===== config.mk =====
export PLATFORM = sky130hd
export DESIGN_NAME = rfdt_top
export DESIGN_NICKNAME = d
export VERILOG_FILES = /design/src/rfdt_pkg.sv /design/src/rfdt_top.sv
export SDC_FILE = /design/constraint.sdc
export NUM_CORES = 1
export LEC_CHECK = 0
export ABC_AREA = 1
export BUFFER_PORTS_ARGS = -buffer_cell sky130_fd_sc_hd__buf_2
export CORE_MARGIN = 1.5
export CORE_UTILIZATION = 46
export CTS_BUF_LIST = sky130_fd_sc_hd__clkbuf_16
export DETAILED_ROUTE_END_ITERATION = 10
export GPL_TIMING_DRIVEN = 0
export PLACE_DENSITY_LB_ADDON = 0.12
export REMOVE_ABC_BUFFERS = 1
export SYNTH_ARGS = -nofsm -noshare
export SYNTH_HDL_FRONTEND = slang
export SYNTH_SLANG_ARGS = --single-unit
export TNS_END_PERCENT = 20

===== constraint.sdc =====
create_clock -name mclk -period 3.68 [get_ports mclk]
set_input_delay 0.184 -clock mclk [delete_from_list [all_inputs] [get_ports mclk]]
set_output_delay 0.184 -clock mclk [all_outputs]
set_load 0.005 [all_outputs]

===== src/rfdt_pkg.sv =====
/*
 * Constants, register map and state types for the RF driver timing
 * configuration block. Assumes one 40 MHz clock that stands for the
 * carrier, and an AXI4-Lite master that owns the register port.
 */
`default_nettype none

package rfdt_pkg;

   // ----------------------------------------------------------------
   // Register map (index; byte address is four times the index)
   // ----------------------------------------------------------------
   localparam int ADDR_W = 18;
   localparam logic [15:0] IDX_CTRL = 16'h6300;
   localparam logic [15:0] IDX_STAT = 16'h6301;
   localparam logic [15:0] IDX_GSNOFF = 16'h6313;
   localparam logic [15:0] IDX_MODW = 16'h6314;
   localparam logic [15:0] IDX_BITPH = 16'h6315;

   localparam logic [7:0] RST_GSNOFF = 8'h88;
   localparam logic [7:0] RST_MODW = 8'h26;
   localparam logic [7:0] RST_BITPH = 8'h87;
   localparam logic [12:0] RST_CTRL = 13'h0000;

   localparam int BP_CLK_BIT = 7;
   localparam int COND_TOP = 3;

   localparam logic [1:0] DRV_CODER = 2'h1;
   localparam logic [1:0] DRV_SECURE_LINK_IN_PIN = 2'h2;
   localparam logic [3:0] SECURE_LINK_OUT_PIN_DELAYED_SC = 4'hE;

   // ----------------------------------------------------------------
   // Timing counts in carrier cycles
   // ----------------------------------------------------------------
   localparam logic [9:0] DELAY_BIAS = 10'h087;
   localparam logic [9:0] SECURE_LINK_IN_PIN_EARLY = 10'h080;

   localparam logic [1:0] RESP_OKAY = 2'h0;
   localparam logic [1:0] RESP_DECERR = 2'h3;

   // ----------------------------------------------------------------
   // Types
   // ----------------------------------------------------------------
   typedef struct packed {
      logic delayed_subcarrier_option;
      logic [3:0] signal_out_select;
      logic [1:0] transmit_wait_coarse;
      logic target_mode;
      logic power_down;
      logic [1:0] driver_source_select;
      logic driver_two_rf_enable;
      logic driver_one_rf_enable;
   } rfdt_ctrl_s;

   typedef enum logic [1:0] {
      DL_IDLE = 2'b01,
      DL_COUNT = 2'b10
   } rfdt_dly_e;

endpackage : rfdt_pkg

`default_nettype wire


===== src/rfdt_top.sv =====
/*
 * RF driver timing configuration: N-driver conductance selection,
 * modulation pulse width, subcarrier duty cycle and bit-phase delay,
 * with an AXI4-Lite register slave. Assumes mclk is the carrier clock
 * and the coder strobes arrive on mclk; the signal-in pin is async.
 */
// The AXI4-Lite register port was chosen for this implementation.
`default_nettype none

module rfdt_top
   import rfdt_pkg::*;
(
   input wire logic mclk,
   input wire logic rst,
   input wire logic [ADDR_W-1:0] s_axi_awaddr,
   input wire logic s_axi_awvalid,
   output logic s_axi_awready,
   input wire logic [31:0] s_axi_wdata,
   input wire logic [3:0] s_axi_wstrb,
   input wire logic s_axi_wvalid,
   output logic s_axi_wready,
   output logic [1:0] s_axi_bresp,
   output logic s_axi_bvalid,
   input wire logic s_axi_bready,
   input wire logic [ADDR_W-1:0] s_axi_araddr,
   input wire logic s_axi_arvalid,
   output logic s_axi_arready,
   output logic [31:0] s_axi_rdata,
   output logic [1:0] s_axi_rresp,
   output logic s_axi_rvalid,
   input wire logic s_axi_rready,
   input wire logic [3:0] unmod_n_cond_field_on,
   input wire logic [3:0] mod_n_cond_field_on,
   input wire logic modulate,
   input wire logic tx_request,
   input wire logic miller_bit_edge,
   input wire logic secure_link_in_pin,
   output logic [3:0] n_cond_out,
   output logic miller_pulse,
   output logic subcarrier,
   output logic tx_start,
   output logic secure_link_out_pin,
   output logic demod_clock_from_field
);

   // ----------------------------------------------------------------
   // State
   // ----------------------------------------------------------------
   typedef struct packed {
      logic awready;
      logic wready;
      logic aw_hold;
      logic [15:0] aw_idx;
      logic w_hold;
      logic [31:0] w_data;
      logic [3:0] w_strb;
      logic bvalid;
      logic [1:0] bresp;
      logic arready;
      logic rvalid;
      logic [31:0] rdata;
      logic [1:0] rresp;
      rfdt_ctrl_s ctrl;
      logic [7:0] gsnoff;
      logic [7:0] modw;
      logic [7:0] bitph;
      logic [2:0] sync;
      logic secure_link_in_pin_lvl;
      rfdt_dly_e dly_state;
      logic [9:0] dly_cnt;
      logic [7:0] pulse_cnt;
      logic pulse;
      logic [3:0] sc_cnt;
      logic sc;
      logic sc_gate;
      logic tx_go;
      logic sig_out;
      logic [3:0] cond;
      logic clk_sel;
   } rfdt_state_s;

   rfdt_state_s s_reg;
   rfdt_state_s s_next;

   // ----------------------------------------------------------------
   // Helpers
   // ----------------------------------------------------------------
   function automatic logic [15:0] merge16(input logic [15:0] old,
                                           input logic [31:0] wd,
                                           input logic [3:0] st);
      logic [15:0] r;
      r = old;
      if (st[0])
      begin
         r[7:0] = wd[7:0];
      end
      if (st[1])
      begin
         r[15:8] = wd[15:8];
      end
      return r;
   endfunction : merge16

   function automatic logic known_idx(input logic [15:0] idx);
      return (idx == IDX_CTRL) || (idx == IDX_STAT) ||
             (idx == IDX_GSNOFF) || (idx == IDX_MODW) ||
             (idx == IDX_BITPH);
   endfunction : known_idx

   // Combinational helpers over the registered state and port inputs
   logic field_on;
   logic force_top;
   logic [3:0] unmod_off_eff;
   logic [3:0] mod_off_eff;
   logic [9:0] dly_raw;
   logic [9:0] dly_load;
   logic secure_link_in_pin_rise;
   logic dly_trig;
   logic [15:0] rd_idx;
   logic [15:0] ctrl_w;

   always_comb
   begin
      // Field on when either driver generates RF
      field_on = s_reg.ctrl.driver_one_rf_enable |
                 s_reg.ctrl.driver_two_rf_enable;
      // Forcing stays internal; readback shows the stored value
      force_top = s_reg.ctrl.power_down &&
                  (s_reg.ctrl.driver_source_select != DRV_CODER);
      unmod_off_eff = s_reg.gsnoff[7:4];
      unmod_off_eff[COND_TOP] = s_reg.gsnoff[7] | force_top;
      mod_off_eff = s_reg.gsnoff[3:0];
      mod_off_eff[COND_TOP] = s_reg.gsnoff[3] | force_top;
      // {wait,phase} minus 135: wait 01 phase 1Bh gives 20 cycles,
      // wait 10 phase 0Fh gives 136; lower settings clamp to none
      dly_raw = {1'b0, s_reg.ctrl.transmit_wait_coarse,
                 s_reg.bitph[6:0]};
      dly_load = (dly_raw > DELAY_BIAS) ? 10'(dly_raw - DELAY_BIAS)
                                        : 10'h000;
      if (s_reg.ctrl.driver_source_select == DRV_SECURE_LINK_IN_PIN)
      begin
         // Signal-in arrives early, so the same settings stay valid
         dly_load = 10'(dly_load + SECURE_LINK_IN_PIN_EARLY);
      end
      secure_link_in_pin_rise = (s_reg.sync[1] == s_reg.sync[2]) && s_reg.sync[2] &&
                   !s_reg.secure_link_in_pin_lvl;
      dly_trig = ((s_reg.ctrl.driver_source_select == DRV_CODER) &&
                  tx_request) ||
                 ((s_reg.ctrl.driver_source_select == DRV_SECURE_LINK_IN_PIN) &&
                  secure_link_in_pin_rise);
      rd_idx = s_axi_araddr[ADDR_W-1:2];
      ctrl_w = merge16({3'h0, s_reg.ctrl}, s_reg.w_data, s_reg.w_strb);
   end

   // ----------------------------------------------------------------
   // Next state
   // ----------------------------------------------------------------
   always_comb
   begin
      s_next = s_reg;
      s_next.tx_go = 1'b0;

      // Register slave, write side
      if (s_reg.bvalid && s_axi_bready)
      begin
         s_next.bvalid = 1'b0;
      end
      if (s_axi_awvalid && s_reg.awready)
      begin
         s_next.aw_hold = 1'b1;
         s_next.aw_idx = s_axi_awaddr[ADDR_W-1:2];
      end
      if (s_axi_wvalid && s_reg.wready)
      begin
         s_next.w_hold = 1'b1;
         s_next.w_data = s_axi_wdata;
         s_next.w_strb = s_axi_wstrb;
      end
      if (s_reg.aw_hold && s_reg.w_hold && !s_reg.bvalid)
      begin
         s_next.aw_hold = 1'b0;
         s_next.w_hold = 1'b0;
         s_next.bvalid = 1'b1;
         s_next.bresp = known_idx(s_reg.aw_idx) ? RESP_OKAY : RESP_DECERR;
         unique case (s_reg.aw_idx)
            IDX_CTRL: s_next.ctrl = ctrl_w[12:0];
            IDX_GSNOFF:
               if (s_reg.w_strb[0])
               begin
                  s_next.gsnoff = s_reg.w_data[7:0];
               end
            IDX_MODW:
               if (s_reg.w_strb[0])
               begin
                  s_next.modw = s_reg.w_data[7:0];
               end
            IDX_BITPH:
               if (s_reg.w_strb[0])
               begin
                  s_next.bitph = s_reg.w_data[7:0];
               end
            default: ;
         endcase
      end
      s_next.awready = !s_next.aw_hold && !s_next.bvalid;
      s_next.wready = !s_next.w_hold && !s_next.bvalid;

      // Register slave, read side
      if (s_reg.rvalid && s_axi_rready)
      begin
         s_next.rvalid = 1'b0;
      end
      if (s_axi_arvalid && s_reg.arready)
      begin
         s_next.rvalid = 1'b1;
         s_next.rresp = known_idx(rd_idx) ? RESP_OKAY : RESP_DECERR;
         s_next.rdata = 32'h0000_0000;
         unique case (rd_idx)
            IDX_CTRL: s_next.rdata[12:0] = s_reg.ctrl;
            IDX_STAT: s_next.rdata[4:0] = {s_reg.sc_gate, s_reg.secure_link_in_pin_lvl,
               s_reg.pulse, s_reg.dly_state == DL_COUNT, field_on};
            IDX_GSNOFF: s_next.rdata[7:0] = s_reg.gsnoff;
            IDX_MODW: s_next.rdata[7:0] = s_reg.modw;
            IDX_BITPH: s_next.rdata[7:0] = s_reg.bitph;
            default: ;
         endcase
      end
      s_next.arready = !s_next.rvalid;

      // Signal-in pin: three stages, level taken when last two agree
      s_next.sync = {s_reg.sync[1:0], secure_link_in_pin};
      if (s_reg.sync[1] == s_reg.sync[2])
      begin
         s_next.secure_link_in_pin_lvl = s_reg.sync[2];
      end

      // Bit-phase delay ahead of transmission
      unique case (s_reg.dly_state)
         DL_IDLE:
            if (dly_trig)
            begin
               if (dly_load == 10'h000)
               begin
                  s_next.tx_go = 1'b1;
                  s_next.sc_gate = 1'b1;
               end
               else
               begin
                  s_next.dly_cnt = 10'(dly_load - 10'h001);
                  s_next.dly_state = DL_COUNT;
               end
            end
            else if (tx_request &&
                     (s_reg.ctrl.driver_source_select != DRV_CODER))
            begin
               // Other sources go out undelayed
               s_next.tx_go = 1'b1;
            end
         DL_COUNT:
            if (s_reg.dly_cnt == 10'h000)
            begin
               s_next.tx_go = 1'b1;
               s_next.sc_gate = 1'b1;
               s_next.dly_state = DL_IDLE;
            end
            else
            begin
               s_next.dly_cnt = 10'(s_reg.dly_cnt - 10'h001);
            end
      endcase
      if (!modulate && !s_next.tx_go)
      begin
         s_next.sc_gate = 1'b0;
      end

      // Miller pulse as initiator: high for width plus one cycles
      if (s_reg.pulse)
      begin
         if (s_reg.pulse_cnt == 8'h00)
         begin
            s_next.pulse = 1'b0;
         end
         else
         begin
            s_next.pulse_cnt = 8'(s_reg.pulse_cnt - 8'h01);
         end
      end
      else if (miller_bit_edge && !s_reg.ctrl.target_mode)
      begin
         s_next.pulse = 1'b1;
         s_next.pulse_cnt = s_reg.modw;
      end

      // Subcarrier as target or card: 16-cycle period
      if (s_reg.ctrl.target_mode && modulate)
      begin
         s_next.sc_cnt = 4'(s_reg.sc_cnt + 4'h1);
         // Low while count within (width mod 8), high for the rest
         s_next.sc = (s_reg.sc_cnt > {1'b0, s_reg.modw[2:0]});
      end
      else
      begin
         s_next.sc_cnt = 4'h0;
         s_next.sc = 1'b0;
      end

      // Signal-out: delayed subcarrier only for this selection
      if (s_reg.ctrl.signal_out_select == SECURE_LINK_OUT_PIN_DELAYED_SC)
      begin
         s_next.sig_out = s_reg.ctrl.delayed_subcarrier_option ?
                          (s_reg.sc & s_reg.sc_gate) : s_reg.sc;
      end
      else
      begin
         s_next.sig_out = 1'b0;
      end

      // Conductance word is passed on as a binary-weighted code
      if (field_on)
      begin
         s_next.cond = modulate ? mod_n_cond_field_on
                                : unmod_n_cond_field_on;
      end
      else
      begin
         s_next.cond = modulate ? mod_off_eff : unmod_off_eff;
      end

      s_next.clk_sel = s_reg.bitph[BP_CLK_BIT];
   end

   // ----------------------------------------------------------------
   // Registers
   // ----------------------------------------------------------------
   always_ff @(posedge mclk or posedge rst)
   begin
      if (rst)
      begin
         s_reg <= '0;
         s_reg.ctrl <= RST_CTRL;
         s_reg.gsnoff <= RST_GSNOFF;
         s_reg.modw <= RST_MODW;
         s_reg.bitph <= RST_BITPH;
         s_reg.dly_state <= DL_IDLE;
         s_reg.clk_sel <= RST_BITPH[BP_CLK_BIT];
      end
      else
      begin
         s_reg <= s_next;
      end
   end

   assign s_axi_awready = s_reg.awready;
   assign s_axi_wready = s_reg.wready;
   assign s_axi_bresp = s_reg.bresp;
   assign s_axi_bvalid = s_reg.bvalid;
   assign s_axi_arready = s_reg.arready;
   assign s_axi_rdata = s_reg.rdata;
   assign s_axi_rresp = s_reg.rresp;
   assign s_axi_rvalid = s_reg.rvalid;
   assign n_cond_out = s_reg.cond;
   assign miller_pulse = s_reg.pulse;
   assign subcarrier = s_reg.sc;
   assign tx_start = s_reg.tx_go;
   assign secure_link_out_pin = s_reg.sig_out;
   assign demod_clock_from_field = s_reg.clk_sel;

endmodule : rfdt_top

`default_nettype wire


## Yosys cells after proc, flatten, opt, wreduce, memory -nomap -nowiden

Index checks and enable logic that the tools add are counted.

- $add $sub $neg: 6
- Multipliers: 0
- Divide/modulo/power cells: 0
- Magnitude comparators: 2
- Eq/ne operators: 25
- Shifts and indexed selects: 0
- Muxes and demuxes: 37
- Bitwise logic cells: 4
- Reductions and logical operators: 49

Operator list:

| operator | number |
|---|---|
| == test 16 x 15 -> 1 bit, second input constant | 10 |
| 2-to-1 mux 37 bit | 1 |
| 2-to-1 mux 35 bit | 1 |
| 2-to-1 mux 10 bit | 3 |
| one-hot mux 5 bit (5 select lines) | 1 |
| 2-to-1 mux 12 bit | 2 |
| one-hot mux 12 bit (2 select lines) | 1 |
| AND reduction 3 bit | 8 |
| logical NOT 10 bit | 2 |
| subtractor 10 x 1 -> 10 bit, second input constant | 2 |
| logical AND 1 bit | 18 |
| 2-to-1 mux 9 bit | 2 |
| 2-to-1 mux 17 bit | 1 |
| 2-to-1 mux 4 bit | 3 |
| one-hot mux 3 bit (4 select lines) | 1 |
| 2-to-1 mux 1 bit | 11 |
| adder 10 x 8 -> 10 bit, second input constant | 1 |
| 2-to-1 mux 2 bit | 5 |
| 2-to-1 mux 5 bit | 2 |
| subtractor 9 x 8 -> 10 bit, second input constant | 1 |
| greater-than comparator 9 x 8 -> 1 bit, second input constant | 1 |
| logical NOT 1 bit | 9 |
| logical OR 1 bit | 9 |
| logical NOT 8 bit | 1 |
| other kinds (18) | 27 |

- Bits in registers: 151
- Latch bits: 0
- Memory bits (writable): 0
- ROM bits: 0
- Input bits: 91
- Output and inout bits: 50
- Logic and storage cells: 160
- Memories kept: 0

## Depth between registers and ports, before layout

Gate-level depths: netlist of run 1.

- Word-level depth: 12
- Mapped depth: 16
- Gate-level depth less buffers: 16

## Worst setup path before layout of run 1

OpenSTA, ideal clock, no wires.

- Path kind: register -> register
- Start point: register s_reg (netlist bit dly_raw[0])
- End point: register s_reg[26] in the netlist's numbering
- Arrival: 2.175 ns
- Required time: 3.557 ns
- Setup slack: 1.382 ns
- Stages on the path, launching flop included: 16
- Buffers on the path: 0
- Period minus slack after synthesis: 2.298 ns
- Cell sequence: dfstp_2 -> ha_1 -> nand2_2 -> nand4_1 -> nand3_1 -> inv_1 -> ha_1 -> or2_2 -> nand2_1 -> nand3_1 -> nor2_2 -> nand2_1 -> nand2_2 -> inv_2 -> o21ai_1 -> o21ai_1

- Longest elaborated chain between the ends: 8

RTL lines:

| element | line | RTL |
|---|---|---|
| from (decl) | rfdt_top.sv:82 | `rfdt_state_s s_reg;` |
| from (signal assigned) | rfdt_top.sv:349 | `s_reg <= s_next;` |
| subtractor 9 x 8 -> 10 bit / greater-than comparator 9 x 8 -> 1 bit (equally long branches) | rfdt_top.sv:138 | `dly_load = (dly_raw > DELAY_BIAS) ? 10'(dly_raw - DELAY_BIAS)` |
| 2-to-1 mux 10 bit (*) | rfdt_top.sv:138 |  |
| adder 10 x 8 -> 10 bit | rfdt_top.sv:143 | `dly_load = 10'(dly_load + SECURE_LINK_IN_PIN_EARLY);` |
| 2-to-1 mux 10 bit (*) | rfdt_top.sv:140 | `if (s_reg.ctrl.driver_source_select == DRV_SECURE_LINK_IN_PIN)` |
| subtractor 10 x 1 -> 10 bit | rfdt_top.sv:249 | `s_next.dly_cnt = 10'(dly_load - 10'h001);` |
| 2-to-1 mux 12 bit | rfdt_top.sv:242 | `if (dly_load == 10'h000)` |
| 2-to-1 mux 12 bit | rfdt_top.sv:240 | `if (dly_trig)` |
| one-hot mux 12 bit (2 select lines) | rfdt_top.sv:238 | `unique case (s_reg.dly_state)` |

Mark *: on every way between the ends. The rest lies on a longest branch, timed or not. The select of a mux whose other input is x is not followed.
A chain may end at the register's enable or synchronous reset.

## Final worst setup path of run 1

- Start point: register s_reg (netlist bit dly_raw[1])
- End point: register s_reg[26] in the netlist's numbering

Same word-level chain as after synthesis.

==> results of run 1 <==
-- cells in the final DEF (no fill, tap or decap), types with 4 or more instances in the layout --
master / n
dfstp_2: 11
buf_2: 96
o21ai_0: 89
inv_6: 4
xor2_1: 6
nand4_1: 11
nand2_2: 4
a21oi_1: 23
ha_1: 9
nand2_1: 237
o22ai_1: 7
nor2_1: 47
dlygate4sd3_1: 36
nor2_2: 5
nor3_1: 4
dfrtp_1: 117
clkinv_1: 5
inv_1: 93
o21ai_1: 8
nand3_1: 45
o221ai_1: 5
o21ai_2: 7
clkbuf_16: 17
conb_1: 19
-- through the flow --
stage	hold WS (ns)	util [%]	total power [mW]
after floorplan	0.2154	-	2.069
after global placement	0.2933	50.19	2.269
after detailed placement	0.1886	50.42	2.292
after CTS	0.003584	56.95	3.887
after global routing	0.01958	56.95	4.069
final	0.02198	56.95	3.836
-- repair_timing --
action                                  4_1_cts  5_1_grt
endpoints found under the setup margin        0        0
endpoints found under the hold margin        66        0
hold buffers                                 36        0
resized for setup                             0        0
-- final cells by class --
| cell class | count | area [µm²] | share of cell area (%) |
|---|---|---|---|
| inverter | 97 | 369.1 | 4.669 |
| multi-input combinational | 555 | 2680 | 33.90 |
| timing repair buffer | 133 | 868.3 | 10.98 |
| tap | 180 | 225.2 | 2.849 |
| sequential | 128 | 3217 | 40.69 |
| clock inverter | 15 | 120.1 | 1.519 |
| clock buffer | 17 | 425.4 | 5.381 |
-- layer usage --
metal | vias up | routed length, µm
met5 | - | 0
met2 | 172 | 7239
met3 | 26 | 804
met1 | 2642 | 7102
met4 | 0 | 297
li1 | 2816 | -
-- power by group --
part,internal [mW],switching (mW),leakage [nW],total (mW)
Clock,0.920,0.624,0.261,1.54
Combinational,0.199,0.377,2.10,0.576
Sequential,1.61,0.102,1.64,1.72
-- cells by family (layout without fill, tap and decap cells) --
logic type | count (synthesis) | in the layout
AOI/OAI and AO/OA | 149 | 149
xor gates and xnor gates | 7 | 7
buffers and inverters | 154 | 262
DFF | 128 | 128
and+or+nand+nor | 371 | 371
adders and majority gates | 9 | 9
other | 1 | 19
-- worst max-delay path, cell delays in order (launching register included) --
cell and delay [ns]:
dfstp_2 0.59, ha_1 0.22, nand2_2 0.10, nand4_1 0.10, nand3_1 0.09, inv_1 0.08
ha_1 0.22, or2_2 0.30, nand2_1 0.11, nand3_1 0.10, nor2_2 0.12, nand2_1 0.08
nand2_2 0.25, inv_2 0.16, o21ai_1 0.10, o21ai_1 0.08
-- worst max path at each step --
| stage | end | cells past startpoint | from | slack (ns) |
|---|---|---|---|---|
| 2_1_floorplan | dly_raw[3]$_DFFE_PP0P_ | 1 | rst | 0.10 |
| 3_3_place_gp | s_reg[118]$_DFFE_PP0P_ | 2 | rst | -1.39 |
| 3_5_place_dp | s_reg[26]$_DFFE_PP0P_ | 15 | dly_raw[1]$_DFFE_PP1P_ | 0.89 |
| 4_1_cts | s_reg[26]$_DFFE_PP0P_ | 15 | dly_raw[1]$_DFFE_PP1P_ | 0.86 |
| 5_1_grt | s_reg[26]$_DFFE_PP0P_ | 15 | dly_raw[1]$_DFFE_PP1P_ | 0.63 |
| 6_report | s_reg[26]$_DFFE_PP0P_ | 15 | dly_raw[1]$_DFFE_PP1P_ | 0.86 |
==> flow_summary.toml, run 1 <==
[timing]
max_slew_margin_pct = 31.62
fmax_mhz = 354.9
grt_setup_unrepaired = "no"
worst_pin_slew_ns = 1.016
tns_ns = 0
clock_skew_ns = 0.009393
fin_crit_sh_pct = 76.57
hold_viol_final = 0
finalSetupViolCount = 0
min_period_ns = 2.818
drv_slew = 0
fin_ws_ns = 0.8623

[floorplanning]
die-width_um = 122.5
fp-row-count = 43
initial_core_util_pct = 47.30
design.core.area_um2 = 13880
die_y_um = 122.5
num_io_pins = 141
dieArea_um2 = 15000

[logic_synthesis]
ys.flop_type = "dfrtp_1"
syn_area_um2 = 6566
seq_area_frac_synth_pct = 48.99
synth-simple-area-share_pct = 24.49
yosysTopAreaCellShare_pct = 44.59
ys_async_sr_fraction_pct = 100.0
synth_adder_area_share_pct = 1.715
synthCells = 819
synthTopCellsByArea = "dfrtp_1, nand2_1, o21ai_0, inv_1, buf_4"
synthMostInstantiatedCell = "nand2_1"
synth_edf_count = 0
synth_compound_area_share_pct = 12.60
synth_top_family_by_area = "simple AND/OR/NAND/NOR gates"
synth_xor_xnor_area_share_pct = 0.9337
synth.largest_area_cell = "dfrtp_1"
synth_top_cells_by_count = "nand2_1, dfrtp_1, inv_1, o21ai_0, nor2_1"
ys_ff_latch = 128
avgSynthCellArea_um2 = 8.017
synthMuxAreaShare_pct = 0
ys_types = 48
ys_warn_count = 0

[clock_network]
cts_buffers = 17
max-clock-path-buffers = 2
clockRootBuffer = "clkbuf_16"
cts_tree = "yes"
cts_setup_buffers = 0
clk_pin_slew_ns = 0.06
clock_latency_ns = 0.42
cts_sinks = 128
htreeDepth = 4

[routing]
num_vias = 5656
viasPerCell = 5.028
ant_nets = 0
drtIter0Drc = 394
drc_errors = 0
drt-total-wl_mm = 15.44
wl_per_cell_um = 13.73
firstDrtPassIters = 7

[cells_and_area]
nets = 1032
layout-drive-gt1-share_pct = 17.25
largest_register_ffs = 84
area_growth_pct = 20.39
fin_area_um2 = 7905
fillers = 1283
final_cells = 1125
n_antenna_cell = 0

[placement]
placed_cell_area_um2 = 6999
io_buffers = 96
pre_cts_ws_ns = 0.8877
place_congestion = 0.9158
dp.cells = 1057
hpwl_mm = 11.12

[grt]
grt_pass1_vias = 5525
grt_usage_pct = 22.37
met1_usage_pct = 29.25
overflow = 0
grt_start_max_net_pins = 97
antenna_found_initial = 0
grt_pass1_wl_mm = 25.74
met2_usage_pct = 35.54
grt.met3_usage_pct = 6.366
grt-busiest-layer = "met2"

[critical_path]
cp_data_required_time_ns = 3.98
r2r_slack_ns = 0.86
critPathKind = "flop to flop"
r2r-start = "dly_raw[1]$_DFFE_PP1P_"
arrival_ns = 3.12
start_kind = "flop"
critPathCaptureType = "flop"
ff2ff_path_depth = 15
path_max_fanout = 13
reg2reg_to = "s_reg[26]$_DFFE_PP0P_"

[run]
drv_cap = 0

[worst_hold_path]
min_path_type = "input pin to flop"
hp-start = "unmod_n_cond_field_on[1]"
hold_depth = 3
whs_endpoint = "n_cond_out[1]$_DFF_PP0_"

[run_status]
status = "finished clean"

[power_and_ir_drop]
p_per_area_nw_per_um2 = 485.3
power.leakage_nw = 4.004
ir_drop_mv = 0.3864
(Power assumes the default switching activity.)
==> run 2, diff against run 1 <==
Clock period 3.68 ns to 2.4 ns, I/O delays scaled along.
==> flow_summary.toml, run 2 (synthesized netlist as in run 1, its figures left out) <==
[run_status]
status = "complete, but fails checks"
violations = "negative setup slack"

[cells_and_area]
post-route-util_pct = 59.74
ff_latch_area_um2 = 3217
multi_input_area_um2 = 2828
fin_area_um2 = 8292
final_cell_mix = "nand2_1, dfrtp_1, buf_2"
largest_register_ffs = 84
fillers = 1249
n_antenna_cell = 0
layout_commonest_cell = "nand2_1"
area_growth_pct = 26.28
nets = 1057
layout-drive-gt1-share_pct = 21.13

[power_and_ir_drop]
p_total_mw = 5.913
p_per_area_nw_per_um2 = 713.1
power.leakage_nw = 4.191
ir_drop_mv = 0.5918

[routing]
num_vias = 5800
drc_errors = 0
wl_per_cell_um = 14.22
drtIter0Drc = 391
ant_nets = 0
viasPerCell = 5.043
drt-total-wl_mm = 16.35
firstDrtPassIters = 7

[placement]
placed_cell_area_um2 = 6999
place_congestion = 0.9158
hpwl_mm = 11.12
io_buffers = 96

[timing]
clock_skew_ns = 0.009369
finalSetupViolCount = 9
max_slew_margin_pct = 29.70
worst_pin_slew_ns = 1.045
grt_setup_unrepaired = "yes"
hold_viol_final = 0
min_period_ns = 2.431
fin_ws_ns = -0.03056
drv_slew = 0
fmax_mhz = 411.4
fin_crit_sh_pct = 101.3

[critical_path]
path_max_fanout = 6
worst-path-buf-inv = 2
start_kind = "flop"
crit_top_cell = "nand2_4"
critPathCaptureType = "flop"
path_cells = "ha_4 -> nand2_4 -> nand4_1 -> nand3_1 -> inv_1 -> ha_1 -> or2_4 -> nand2_4 -> nand3_4 -> nor2_4 -> nand2_4 -> nand2_8 -> clkbuf_16 -> o21ai_2"
critPathKind = "flop to flop"
cp_data_required_time_ns = 2.70
critPathSlowestCell = "dfstp_2"
ff2ff_path_depth = 14
arrival_ns = 2.73
cp_slowest_stage_delay_ns = 0.62
cp_top_family = "simple AND/OR/NAND/NOR gates"
worst-path-stages = 14

[floorplanning]
design.core.area_um2 = 13880
die-width_um = 122.5
initial_core_util_pct = 47.30
fp-row-count = 43
die_y_um = 122.5
num_io_pins = 141
dieArea_um2 = 15000

[grt]
grt_start_max_net_pins = 97
antenna_found_initial = 0
grt_usage_pct = 23.13
overflow = 0
grt_pass1_vias = 5708
grt_pass1_wl_mm = 26.64

[clock_network]
htreeDepth = 4
cts_tree = "yes"
clockRootBuffer = "clkbuf_16"
max-clock-path-buffers = 2
clk_pin_slew_ns = 0.06
clock_latency_ns = 0.43
cts_buffers = 17
cts_sinks = 128

[worst_hold_path]
hold_depth = 3
min_path_type = "input pin to flop"

[run]
drv_cap = 0
-- run 2: cell types whose count changed in the layout (fill, tap and decap cells not counted), sizes merged --
cell	change
buf	+18
dlygate4sd3	+5
clkbuf	+1
clkinvlp	+1
-- run 2: area by class of cell --
cell class / instances / share of cell area [%]
Sequential cell: 128 / 38.80
Multi-Input combinational cell: 555 / 34.10
Timing Repair Buffer: 157 / 13.14
Clock buffer: 17 / 5.131
Inverter: 97 / 4.587
Tap cell: 180 / 2.716
Clock inverter: 15 / 1.449
Timing Repair inverter: 1 / 0.07545
-- run 2: metal layers --
metal	vias to the layer above	share of wire, %	global-route usage (%)
li1	2870	-	-
met4	0	2.2	8.358
met5	-	0	0
met2	193	48	37.40
met3	28	5.9	6.645
met1	2709	44	29.64
-- run 2: path summary, 6_finish.rpt --
kind | start | end | slack, ns
min | mod_n_cond_field_on[1] | n_cond_out[1]$_DFF_PP0_ | 0.04
max reg2reg | dly_raw[1]$_DFFE_PP1P_ | s_reg[22]$_DFFE_PP0P_ | -0.03
min in group asynchronous | rst | s_reg[34]$_DFFE_PP0N_ | 0.23
max in group asynchronous | rst | s_reg[47]$_DFFE_PP1P_ | 1.39
min reg2reg | s_next[36]$_DFF_PP0_ | s_next[37]$_DFF_PP0_ | 0.34
max | dly_raw[1]$_DFFE_PP1P_ | s_reg[22]$_DFFE_PP0P_ | -0.03
-- run 2: repair_timing --
item,in CTS,in global routing
pin swaps,5,13
hold endpoints to repair,70,0
setup buffers,17,2
setup endpoints to repair,13,14
gates resized for setup,14,30
cloned,0,2
hold buffers,41,0
-- run 2: metrics by stage --
stage / cells / hold WS (ns) / TNS (ns) / worst slack (ns)
CTS: 1147 / 0.02639 / 0 / 0.003697
finish: 1150 / 0.04150 / -0.1308 / -0.03056
global route: 1150 / 0.04738 / -1.515 / -0.1516
detailed placement: 1057 / 0.1246 / -3.379 / -0.3923
floorplan: 780 / 0.1514 / -132.62 / -1.114
global placement: 1056 / 0.2293 / -320.80 / -2.610
-- run 2: worst reg2reg max path, delay by kind of cell, from the launching register on --
family / cells / cell delay (ns)
simple gates: 9 / 1.00
compound gates: 1 / 0.04
flops: 1 / 0.62
fa+ha+maj: 2 / 0.40
buf+inv: 2 / 0.25
-- run 2: where the power goes --
| group | internal (mW) | switching (mW) | leakage (nW) |
|---|---|---|---|
| Clock | 1.41 | 0.966 | 0.261 |
| Combinational | 0.320 | 0.583 | 2.29 |
| Sequential | 2.48 | 0.158 | 1.64 |
==> run 3, diff against run 2 <==
Settings changed: REMOVE_ABC_BUFFERS 1 to default, SETUP_SLACK_MARGIN from default to 0.4.
==> flow_summary.toml, run 3 (synthesized netlist as in run 1, its figures left out) <==
[run_status]
status = "finished clean"

[clock_network]
cts_tree = "yes"
htreeDepth = 4
clock_latency_ns = 0.42
clk_pin_slew_ns = 0.05
cts_sinks = 128
clockRootBuffer = "clkbuf_16"
cts_buffers = 17
max-clock-path-buffers = 2

[timing]
worst_pin_slew_ns = 0.7271
fmax_mhz = 425.4
grt_setup_unrepaired = "yes"
finalSetupViolCount = 0
fin_crit_sh_pct = 97.94
clock_skew_ns = 0.008609
drv_slew = 0
min_period_ns = 2.351
max_slew_margin_pct = 51.43
fin_ws_ns = 0.04942
hold_viol_final = 0

[grt]
met1_usage_pct = 32.79
grt_pass1_vias = 5614
grt-busiest-layer = "met2"
overflow = 0
antenna_found_initial = 0
grt_pass1_wl_mm = 26.92
grt_usage_pct = 23.04
grt_start_max_net_pins = 43
grt.met3_usage_pct = 3.950
met2_usage_pct = 35.96

[power_and_ir_drop]
power.leakage_nw = 4.481
seq_power_share_pct = 44.6
p_sw_mw = 1.685
p_comb_share_pct = 17.2
switching_share_pct = 28.44
power_frac_clock_pct = 38.2
ir_drop_mv = 0.5019
p_per_area_nw_per_um2 = 674.6
p_int_mw = 4.239

[placement]
hpwl_mm = 11.23
place_congestion = 0.8196
pre_cts_ws_ns = -0.1593
io_buffers = 95

[cells_and_area]
area_growth_pct = 33.73
n_antenna_cell = 0
fillers = 1242
largest_register_ffs = 84
ff_latch_area_um2 = 3217
post-route-util_pct = 63.26
multi_input_area_um2 = 2937
layout-drive-gt1-share_pct = 26.41
layout_commonest_cell = "nand2_1"
nets = 1113
final_cell_mix = "nand2_1, dfrtp_1, buf_2"

[routing]
ant_nets = 0
firstDrtPassIters = 4
viasPerCell = 4.847
drt-total-wl_mm = 16.07
num_vias = 5846
wl_per_cell_um = 13.32
drtIter0Drc = 383
drc_errors = 0

[critical_path]
arrival_ns = 2.65
path_max_fanout = 4
start_kind = "flop"
r2r_slack_ns = 0.05
cp_slowest_stage_delay_ns = 0.62
crit_top_cell = "buf_6"
ff2ff_path_depth = 18
critPathCaptureType = "flop"
cp-startpoint = "dly_raw[0]$_DFFE_PP1P_"
cp_top_family = "simple AND/OR/NAND/NOR gates"
cp_data_required_time_ns = 2.70
reg2reg_to = "s_reg[28]$_DFFE_PP0P_"
worst-path-stages = 18
critPathKind = "flop to flop"
path_cells = "ha_4 -> nand2_4 -> nand4_1 -> nand3_2 -> buf_6 -> buf_6 -> buf_6 -> buf_6 -> buf_6 -> nand2_4 -> nand2_4 -> nand3_4 -> nor2_4 -> nand2_2 -> nand2_4 -> buf_6 -> nor2_4 -> a21oi_2"
worst-path-buf-inv = 6
critPathSlowestCell = "dfstp_2"
worstSetupEndpoint = "s_reg[28]$_DFFE_PP0P_"
r2r-start = "dly_raw[0]$_DFFE_PP1P_"

[floorplanning]
design.core.area_um2 = 13880
initial_core_util_pct = 47.30
fp-row-count = 43
die_y_um = 122.5
die-width_um = 122.5
dieArea_um2 = 15000
num_io_pins = 141

[worst_hold_path]
min_path_type = "input pin to flop"

[run]
drv_cap = 0
run 3: cell count changes in the layout (fill, tap and decap cells not counted), moves of 4 or more:
cell	previous run	this run
buf_4	16	50
buf_6	1	12
clkbuf_1	0	10
nand2_2	7	15
nand3_1	43	35
o21ai_0	88	80
o21ai_1	7	15
nand2_1	226	220
nand3_2	1	7
nor2_1	43	39
run 3: area by class of cell:
cell class | count | share of cell area [%]
Buffer | 57 | 4.545
Clock buffer | 17 | 4.845
Clock inverter | 15 | 1.040
Inverter | 97 | 4.275
Multi-Input combinational cell | 555 | 33.44
Sequential cell | 128 | 36.63
Tap cell | 180 | 2.565
Timing Repair Buffer | 157 | 12.65
run 3: per-stage QoR:
| step | cell area [µm²] | setup TNS, ns | hold slack, ns | std cells | total power [mW] |
|---|---|---|---|---|---|
| after floorplan | 6638 | 0 | 0.1514 | 837 | 3.247 |
| after global placement | 7338 | -17.88 | 0.2438 | 1112 | 3.574 |
| after detailed placement | 7398 | -1.294 | 0.2484 | 1115 | 3.594 |
| after CTS | 8539 | 0 | 0.007342 | 1203 | 5.923 |
| after global routing | 8781 | -0.4108 | 0.05273 | 1206 | 6.264 |
| final | 8781 | 0 | 0.03047 | 1206 | 5.924 |
run 3: power by group through the flow:
| stage | logic (mW) | registers, mW | clock network (mW) |
|---|---|---|---|
| 4_1_cts | 0.989 | 2.63 | 2.30 |
| 3_5_place_dp | 0.932 | 2.66 | 0 |
| 6_report | 1.02 | 2.64 | 2.26 |
| 5_1_grt | 1.18 | 2.68 | 2.40 |
| 3_3_place_gp | 0.908 | 2.67 | 0 |
| 2_1_floorplan | 0.610 | 2.64 | 0 |
run 3: repair_timing:
action	in CTS	in global routing
setup buffers	14	3
gates resized for setup	27	80
hold endpoints to repair	64	0
gates cloned	1	0
hold buffers	41	0
pin swaps	9	26
endpoints found under the setup margin	23	59
run 3: worst min path at each step:
stage | startpoint | to | slack, ns | cells past startpoint
6_report | mod_n_cond_field_on[2] | n_cond_out[2]$_DFF_PP0_ | 0.03 | 3
5_1_grt | mod_n_cond_field_on[2] | n_cond_out[2]$_DFF_PP0_ | 0.05 | 3
4_1_cts | mod_n_cond_field_on[2] | n_cond_out[2]$_DFF_PP0_ | 0.007 | 3
3_5_place_dp | secure_link_in_pin | s_next[36]$_DFF_PP0_ | 0.25 | 1
3_3_place_gp | secure_link_in_pin | s_next[36]$_DFF_PP0_ | 0.24 | 1
2_1_floorplan | secure_link_in_pin | s_next[36]$_DFF_PP0_ | 0.15 | 0
run 3: routing by layer:
metal / vias to the layer above / share of wire [%]
met3: 17 / 4.5
met4: 0 / 0.99
li1: 2990 / -
met5: - / 0
met1: 2692 / 48
met2: 147 / 47
run 3: tightest hold or removal path: cells and delay by family:
family | cells | cell delay, ns
buf+inv | 1 | 0.08
compound gates | 2 | 0.20
